`src/lbf_pkg.sv`:
```
package lbf_pkg;

    // Block geometry
    localparam int unsigned DATA_W    = 64;
    localparam int unsigned BLK_W     = 66;
    localparam int unsigned OCT_W     = 8;
    localparam int unsigned HDR_LO    = 0;
    localparam int unsigned HDR_HI    = 1;
    localparam int unsigned DATA_LO   = 2;

    // Multiblock geometry; one multiblock per extended multiblock
    localparam int unsigned MB_BLOCKS = 32;
    localparam int unsigned E_MB      = 1;
    localparam int unsigned IDX_W     = 5;
    localparam logic [IDX_W-1:0] IDX_FIRST = 5'h00;
    localparam logic [IDX_W-1:0] IDX_LAST  = 5'h1F;

    // Sync header stream layout, parity mode
    localparam int unsigned STREAM_W   = 32;
    localparam int unsigned EXT_END_BIT = 22;
    localparam int unsigned CRC_SPAN   = 15;
    localparam int unsigned CRC_GROUP  = 4;
    localparam logic [STREAM_W-1:0] STREAM_ONES     = 32'h80A8_8888;
    localparam logic [STREAM_W-1:0] STREAM_CRC_MASK = 32'h0000_7777;
    localparam logic [STREAM_W-1:0] EXT_END_MASK    = 32'h0040_0000;
    // Pilot: fixed ones, end-of-multiblock tail, end flag always set
    localparam logic [STREAM_W-1:0] PILOT_EXP = STREAM_ONES | EXT_END_MASK;

    // Parity generator, polynomial in Koopman (implicit +1) notation
    localparam int unsigned CRC_W = 12;
    localparam logic [CRC_W-1:0] CRC_POLY_KOOP = 12'h987;
    localparam logic [CRC_W-1:0] CRC_TAPS = {CRC_POLY_KOOP[10:0], 1'b1};
    localparam logic [CRC_W-1:0] CRC_INIT = 12'h000;

    typedef enum logic {
        LBF_IDLE = 1'b0,
        LBF_RUN  = 1'b1
    } lbf_state_t;

    // Serial parity over one block payload, bit 0 first
    function automatic logic [CRC_W-1:0] lbf_crc64(
        input logic [CRC_W-1:0]  crc,
        input logic [DATA_W-1:0] d
    );
        logic [CRC_W-1:0] c;
        logic             fb;
        c = crc;
        for (int i = 0; i < DATA_W; i++) begin
            fb = c[CRC_W-1] ^ d[i];
            c = {c[CRC_W-2:0], 1'b0};
            if (fb) begin
                c = c ^ CRC_TAPS;
            end
        end
        return c;
    endfunction

    // Stream position p carries parity bit 11 - (p - p/4)
    function automatic logic [CRC_W-1:0] lbf_stream_crc(
        input logic [STREAM_W-1:0] s
    );
        logic [CRC_W-1:0] c;
        c = CRC_INIT;
        for (int p = 0; p < CRC_SPAN; p++) begin
            if ((p % CRC_GROUP) != (CRC_GROUP - 1)) begin
                c[CRC_W - 1 - (p - p / CRC_GROUP)] = s[p];
            end
        end
        return c;
    endfunction

endpackage

```
`src/lbf_link_if.sv`:
```
`timescale 1ns/10ps
interface lbf_link_if;
    logic [lbf_pkg::BLK_W-1:0] blk;
    logic                      vld;

    modport tx (
        output blk,
        output vld
    );

    modport rx (
        input  blk,
        input  vld
    );
endinterface

```
`src/lbf_tx_framer.sv`:
```
`timescale 1ns/10ps
module lbf_tx_framer
    import lbf_pkg::*;
(
    input  wire logic                        core_clk_in,
    input  wire logic                        srst_in,
    input  wire logic                        sysref_in,
    input  wire logic [lbf_pkg::DATA_W-1:0]  data_in,
    input  wire logic                        data_vld_in,
    output logic                             run_out,
    output logic                             emb_clk_out,
    output logic                             underrun_out,
    output logic                             sysref_slip_out,
    lbf_link_if.tx                           link
);
    import lbf_pkg::*;

    typedef struct packed {
        lbf_state_t           st;
        logic                 sysref_d;
        logic [IDX_W-1:0]     idx;
        logic [CRC_W-1:0]     crc_run;
        logic [STREAM_W-1:0]  stream;
        logic [BLK_W-1:0]     blk;
        logic                 blk_vld;
        logic                 emb_tick;
        logic                 underrun;
        logic                 slip;
    } lbf_tx_regs_t;

    lbf_tx_regs_t         tx_r;
    lbf_tx_regs_t         tx_nxt;
    logic                 sync_edge;
    logic                 on_phase;
    logic                 first_blk;
    logic                 hdr_bit;
    logic [STREAM_W-1:0]  cur_stream;
    logic [DATA_W-1:0]    payload;
    logic [CRC_W-1:0]     crc_seed;

    // Stream for one multiblock from the parity of the previous one
    function automatic logic [STREAM_W-1:0] lbf_stream_build(
        input logic [CRC_W-1:0] crc
    );
        logic [STREAM_W-1:0] s;
        // Fixed ones, zero command word, end flag and 00001 tail
        s = PILOT_EXP;
        for (int p = 0; p < CRC_SPAN; p++) begin
            if ((p % CRC_GROUP) != (CRC_GROUP - 1)) begin
                s[p] = crc[CRC_W - 1 - (p - p / CRC_GROUP)];
            end
        end
        return s;
    endfunction

    always_comb begin
        tx_nxt = tx_r;
        tx_nxt.sysref_d = sysref_in;
        tx_nxt.emb_tick = 1'b0;
        tx_nxt.underrun = 1'b0;
        tx_nxt.slip = 1'b0;

        sync_edge = sysref_in & ~tx_r.sysref_d;
        // A SYSREF landing on the last block is already in phase
        on_phase = (tx_r.st == LBF_RUN) && (tx_r.idx == IDX_LAST);
        first_blk = (tx_r.idx == IDX_FIRST);

        // Stream is latched at block 0 so it stays fixed for 32 blocks
        if (first_blk) begin
            cur_stream = lbf_stream_build(tx_r.crc_run);
        end else begin
            cur_stream = tx_r.stream;
        end
        hdr_bit = cur_stream[tx_r.idx];

        // Missing data is replaced by zeros; the lane never stalls
        payload = data_vld_in ? data_in : '0;
        crc_seed = first_blk ? CRC_INIT : tx_r.crc_run;

        if (sync_edge && !on_phase) begin
            // Restart so the next block is block 0 of a multiblock
            tx_nxt.st = LBF_RUN;
            tx_nxt.idx = IDX_FIRST;
            tx_nxt.crc_run = CRC_INIT;
            tx_nxt.blk_vld = 1'b0;
            tx_nxt.slip = (tx_r.st == LBF_RUN);
        end else if (tx_r.st == LBF_RUN) begin
            // Header occupies bits 1:0, octet k at [8k+9:8k+2]
            tx_nxt.blk = {payload, hdr_bit, ~hdr_bit};
            tx_nxt.blk_vld = 1'b1;
            tx_nxt.stream = cur_stream;
            tx_nxt.crc_run = lbf_crc64(crc_seed, payload);
            // Five-bit index wraps after 32 blocks
            tx_nxt.idx = IDX_W'(tx_r.idx + 1'b1);
            // One tick per multiblock, which is one extended multiblock
            tx_nxt.emb_tick = first_blk;
            tx_nxt.underrun = ~data_vld_in;
        end else begin
            tx_nxt.blk_vld = 1'b0;
        end
    end

    always_ff @(posedge core_clk_in) begin
        if (srst_in) begin
            tx_r <= '0;
        end else begin
            tx_r <= tx_nxt;
        end
    end

    assign run_out         = tx_r.st;
    assign emb_clk_out     = tx_r.emb_tick;
    assign underrun_out    = tx_r.underrun;
    assign sysref_slip_out = tx_r.slip;
    assign link.blk        = tx_r.blk;
    assign link.vld        = tx_r.blk_vld;

endmodule
```
`src/flat_wrapper.sv`:
```
// flat-port wrapper written by rule: the top's interface ports become plain ports
module lbf_tx_framer_flat import lbf_pkg::*;
  (core_clk_in, srst_in, sysref_in, data_in, data_vld_in, run_out, emb_clk_out, underrun_out, sysref_slip_out, link_blk, link_vld);
  lbf_link_if link_i ();
  input  wire logic core_clk_in;
  input  wire logic srst_in;
  input  wire logic sysref_in;
  input  wire logic [lbf_pkg::DATA_W-1:0] data_in;
  input  wire logic data_vld_in;
  output logic run_out;
  output logic emb_clk_out;
  output logic underrun_out;
  output logic sysref_slip_out;
  output wire logic [$bits(link_i.blk)-1:0] link_blk;
  output wire logic [$bits(link_i.vld)-1:0] link_vld;
  assign link_blk = link_i.blk;
  assign link_vld = link_i.vld;
  lbf_tx_framer u_core (.core_clk_in(core_clk_in), .srst_in(srst_in), .sysref_in(sysref_in), .data_in(data_in), .data_vld_in(data_vld_in), .run_out(run_out), .emb_clk_out(emb_clk_out), .underrun_out(underrun_out), .sysref_slip_out(sysref_slip_out), .link(link_i));
endmodule
```
`config.mk`:
```
export PLATFORM = sky130hd
export DESIGN_NAME = lbf_tx_framer_flat
export DESIGN_NICKNAME = d
export VERILOG_FILES = /design/src/lbf_pkg.sv /design/src/lbf_link_if.sv /design/src/lbf_tx_framer.sv /design/src/flat_wrapper.sv
export SDC_FILE = /design/constraint.sdc
export NUM_CORES = 1
export LEC_CHECK = 0
export BUFFER_PORTS_ARGS = -buffer_cell sky130_fd_sc_hd__buf_2
export CAP_MARGIN = 40
export CORE_MARGIN = 1.5
export CORE_UTILIZATION = 50
export DETAILED_ROUTE_END_ITERATION = 6
export PLACE_DENSITY = 0.71
export SKIP_CTS_REPAIR_TIMING = 1
export SYNTH_ARGS = -nofsm -noshare
export SYNTH_HDL_FRONTEND = slang
export SYNTH_SLANG_ARGS = --single-unit
```
`constraint.sdc`:
```
create_clock -name core_clk_in -period 16.1 [get_ports core_clk_in]
set_input_delay 0 -clock core_clk_in [delete_from_list [all_inputs] [get_ports core_clk_in]]
set_output_delay 0 -clock core_clk_in [all_outputs]
set_load 0.02 [all_outputs]
```
# == After elaboration in Yosys (flattened, before gate mapping) ==
# Index checks and enable logic that the tools add are counted.
# totals
regBits,121
in_bits,68
output_inout_bits,71
word_cells,351
# op_classes
add_sub_neg,1
order_cmp,1
eq_ne,1
muxes,196
bitwise_logic,134
n_reduce_logical,8
# op_table
cell,n
12-bit two-way mux,127
10-bit two-way mux,64
6-bit NOT,64
64-bit two-way mux,1
1-bit XOR,64
32-bit two-way mux,1
"5-bit by 6-bit < comparator with 1-bit output, second input constant",1
"5-bit by 1-bit adder with 5-bit output, second input constant",1
1-bit binary-select mux with 5-bit select,1
"5-bit == test, second input constant",1
5-bit logical NOT,1
1-bit NOT,5
2-bit OR reduction,2
3-bit OR reduction,1
1-bit logical AND,2
1-bit two-way mux,2
2-bit AND reduction,1
1-bit AND,1
1-bit logical NOT,1

# == Longest topological paths before layout ==
# depth
depth_word,256
depth_mapped,22
depth_no_buf,20

# == Worst setup path after synthesis ==
# Ideal clock, no wire load.
# synth_path
path_kind,flip-flop to flip-flop
start,register u_core.tx_r[114] in the netlist's numbering
end,register u_core.tx_r[104] in the netlist's numbering
setup_time_ns,0.128
t_arrival_ns,7.027
required_ns,15.972
slack_ns,8.945
path_stages_with_launch,23
path_buffers,2
period_less_slack_ns,7.155
path_cell_list,dfxtp_1 -> clkbuf_1 -> inv_2 -> ha_1 -> or4b_1 -> buf_6 -> and2_4 -> mux2_2 -> xnor3_2 -> xor3_2 -> xnor2_2 -> xnor3_2 -> xor2_2 -> xnor3_1 -> xnor3_2 -> xor3_2 -> xnor3_2 -> xnor2_2 -> xnor3_1 -> xnor3_1 -> xnor2_1 -> mux2i_1 -> nor2_1
# synth_via
elab_chain_cells,214
elab_cells_between_ends,324
classes_between,eq/ne (1); mux (191); bitwise (127); reduce/logical (5)
# synth_rtl
element,line,text
start: declaration,lbf_tx_framer.sv:31,lbf_tx_regs_t tx_r;
start signal: assignment,lbf_tx_framer.sv:107,tx_r <= tx_nxt;
5-bit logical NOT,lbf_tx_framer.sv:66,first_blk = (tx_r.idx == IDX_FIRST);
12-bit two-way mux,lbf_tx_framer.sv:78,crc_seed = first_blk ? CRC_INIT : tx_r.crc_run;
12-bit two-way mux,lbf_tx_framer.sv:87,end else if (tx_r.st == LBF_RUN) begin
12-bit two-way mux,lbf_tx_framer.sv:80,if (sync_edge && !on_phase) begin
1-bit XOR,lbf_pkg.sv:49,fb = c[CRC_W-1] ^ d[i];
10-bit two-way mux,lbf_pkg.sv:51,if (fb) begin
12-bit two-way mux,lbf_tx_framer.sv:87,
12-bit two-way mux,lbf_tx_framer.sv:80,
[198 not listed],--,
12-bit two-way mux,lbf_tx_framer.sv:87,
12-bit two-way mux,lbf_tx_framer.sv:80,
6-bit NOT (no line),--,
10-bit two-way mux,lbf_pkg.sv:51,
12-bit two-way mux,lbf_tx_framer.sv:87,
12-bit two-way mux,lbf_tx_framer.sv:80,
6-bit NOT (no line),--,
10-bit two-way mux,lbf_pkg.sv:51,
# Parallel ways exist; a longest one is shown, timed or not. The select of a mux whose other input is x is not followed.
# A chain may end at the register's enable or synchronous reset.

# == Final worst setup path ==
# Same ends and word-level chain as after synthesis.

==> metrics.txt <==
Seq/Total Area, Yosys 23.5%; worst-path cell with the longest stage delay or4b_1; worst clock skew about 0.011 ns; CP max stage delay slightly below 0.8 ns; Seq cells post-synth 121; min-delay worst type primary input to flip-flop; Initial Util between 50% and 60%; Detailed Route WL 23.5 mm; Via Count around 7,200; Cell Rows 52; Arr. time, crit path 8.29 ns; Final GP Congestion between 0.8 and 0.9; Syn Area/Cell between 9 and 10 µm²; synth unique cells 44; IO Pins around 140; initial antenna violation count 0; CTS tree built; Period minus WS final around 8 ns; vias per std cell about 5; die width approximately 150 µm; CP Launch Type flip-flop; status completed; CP Capture Type flip-flop; largest net degree at the start of global routing 88; CTS Buffer Depth 2; top cells by count, synth 159 x nand2_1, 142 x xnor2_1, 121 x dfxtp_1; CTS Buf Count 17; core area around 20,000 µm²; drt drc 0; synth-to-layout area growth 14.5%; Post-synth EDFFs 0; FFs w/ async S/R, synth 0%; diode count 0; CTS HTree Levels 4; post-synth top area cell dfxtp_1; reg2reg setup slack between 8 and 9 ns; fill count 1,710; Max Fclk 125 MHz; RR Endpoint u_core.tx_r[104]$_SDFFE_PP0P_; cell count after synthesis 1,050; multi-input logic area a little over 7000 µm²; Pre-Repair DR Iteration Count 4; most frequent CP cell xnor3_2; worst rel slew slack 44.4%; fraction of layout cells with a size suffix above 1 between 20% and 30%; height of the chip 147 µm; GR Util All Layers a little over a fifth; Register-to-Register Path Depth 20; Post-synth top flop dfxtp_1; Hold Fails Final Rpt 0; overflow left after global routing 0; dpl hpwl about 17 mm; Crit Path Class flip-flop to flip-flop; top-count cell post-synth nand2_1; wire per inst between 15 and 20 µm; top cell type's share of synthesized area between 20% and 30%; crit path max fanout 19; storage element area roughly 2400 µm²; Max-cap violations 0; Hold Path Origin data_in[45]; Sinks on Clock Net around 120; synth top area cells dfxtp_1 23%, xnor3_1 15%, xnor2_1 12%; Worst-path clk slew 0.06 ns; final setup violation count 0; vias in the first global route 6,649; fin. max-slew vios 0; worst-path cell chain inv_2 > ha_1 > or4b_1 > and2_4 > mux2_2 > xnor3_2 > xor3_2 > xnor2_2 > xnor3_2 > xor2_2 > xnor3_1 > xnor3_2 > xor3_2 > xnor3_2 > xnor2_2 > xnor3_1 > xnor3_1 > xnor2_1 > mux2i_1 > nor2_1; Hold Path Depth 4; synthesized net count 1,121; Final TNS setup 0 ns; fin nets roughly 1,200; RSZ-0062 raised after global routing false; Worst-Skew Late Latency ~0.43 ns; Syn Std Cell Area slightly above 10,000 µm²; Hold Path Sink u_core.link.blk[47]$_SDFFE_PP0P_; first-pass GRT wire length about 36 mm; share of the clock period used by the worst path approximately half; Die Area around 22,000 µm²; Yosys Warn Count 0; CTS root buffer clkbuf_16; Reg2Reg Launch Point u_core.tx_r[114]$_SDFFE_PP0P_; Worst EP required roughly 16 ns; Worst-Margin Slew between 0.8 and 0.9 ns; # port buffers about 140; Routed Antenna Nets 0; Iter 0 DRT Violations approximately 400
==> layout make-up <==
type                       instances  area share, %
clock buffer                      19           3.75
tap                              270           2.86
inverter                           3         0.0952
timing repair buffer             199           11.2
sequential                       121           20.5
multi-input combinational        795           60.4
clock inverter                    13           1.22
==> flip-flops by register name, indices dropped and copies added, names as in the netlist <==
| signal | count |
|---|---|
| u_core.emb_clk_out | 1 |
| u_core.underrun_out | 1 |
| u_core.link.blk | 66 |
| u_core.link.vld | 1 |
| u_core.tx_r | 50 |
| u_core.sysref_slip_out | 1 |
| u_core.run_out | 1 |
==> per-stage QoR <==
step                      util (%)  hold slack, ns  setup slack, ns  instance area [µm²]  cells
after global routing          58.4          0.0222             7.66                11800   1420
after global placement        52.6           0.230             8.26                10700   1332
final                         58.4         0.00381             8.11                11800   1420
after floorplan                  -           0.128             8.95                10300   1050
after CTS                     55.8          -0.212             8.07                11300   1366
after detailed placement      52.9           0.238             8.10                10700   1334
==> cell families (layout without fill, tap and decap cells) <==
group | Yosys count | count (layout) | synth area share [%]
AOI/OAI and AO/OA | 95 | 95 | 4.90
xor gates and xnor gates | 350 | 350 | 46.8
adders and majority gates | 3 | 3 | 0.364
buffers and inverters | 134 | 234 | 7.51
DFF | 121 | 121 | 23.5
muxes | 26 | 26 | 3.70
and+or+nand+nor | 321 | 321 | 13.3
==> routing by layer <==
layer	wire, µm	vias up	part of all wire [%]	track usage (%)
met5	0	-	0	0
met4	306	0	1.3	5.76
met3	1260	25	5.4	3.85
met2	11200	227	48	34.0
met1	10700	3382	46	30.5
li1	-	3546	-	-
==> worst max path at each step <==
stage | startpoint | endpoint | slack [ns] | cells past startpoint
3_3_place_gp | u_core.tx_r[114]$_SDFFE_PP0P_ | u_core.tx_r[105]$_SDFFE_PP0P_ | 8.26 | 21
4_1_cts | u_core.tx_r[114]$_SDFFE_PP0P_ | u_core.tx_r[105]$_SDFFE_PP0P_ | 8.07 | 21
3_5_place_dp | u_core.tx_r[114]$_SDFFE_PP0P_ | u_core.tx_r[104]$_SDFFE_PP0P_ | 8.10 | 20
2_1_floorplan | u_core.tx_r[114]$_SDFFE_PP0P_ | u_core.tx_r[104]$_SDFFE_PP0P_ | 8.95 | 22
5_1_grt | u_core.tx_r[114]$_SDFFE_PP0P_ | u_core.tx_r[104]$_SDFFE_PP0P_ | 7.66 | 20
6_report | u_core.tx_r[114]$_SDFFE_PP0P_ | u_core.tx_r[104]$_SDFFE_PP0P_ | 8.11 | 20
==> worst max-delay path, delay by kind of cell, from the launching register on <==
kind	cells	cell delay [ns]
XOR/XNOR	13	5.29
adder cells (fa/ha/maj)	1	0.20
buffers and inverters	1	0.28
flip-flops	1	0.49
multiplexers	2	0.42
AND/OR/NAND/NOR	3	1.17
==> cell usage in the layout (no fill, tap or decap), drive strengths merged <==
cell type	Yosys	final
o31a	1	1
dlygate4sd3	0	54
ha	3	3
a32oi	2	2
clkbuf	45	19
xor2	81	81
clkinvlp	0	1
nor3	4	4
clkinv	0	8
nor2b	1	1
a211oi	4	4
nor4b	1	1
o311ai	1	1
mux2	4	4
mux4	9	9
or4b	1	1
bufinv	0	2
buf	86	145
a21oi	81	81
nand2	159	159
nand4	1	1
and3	1	1
o21ai	6	6
nand2b	3	3
xor3	23	23
nor2	79	79
xnor2	163	163
mux2i	13	13
xnor3	83	83
or2	1	1
nor4	1	1
dfxtp	121	121
inv	3	5
nand3	54	54
and2	15	15
Power is not shown: default switching activity piles up to over one toggle a cycle in this logic, so the estimate is an artifact.
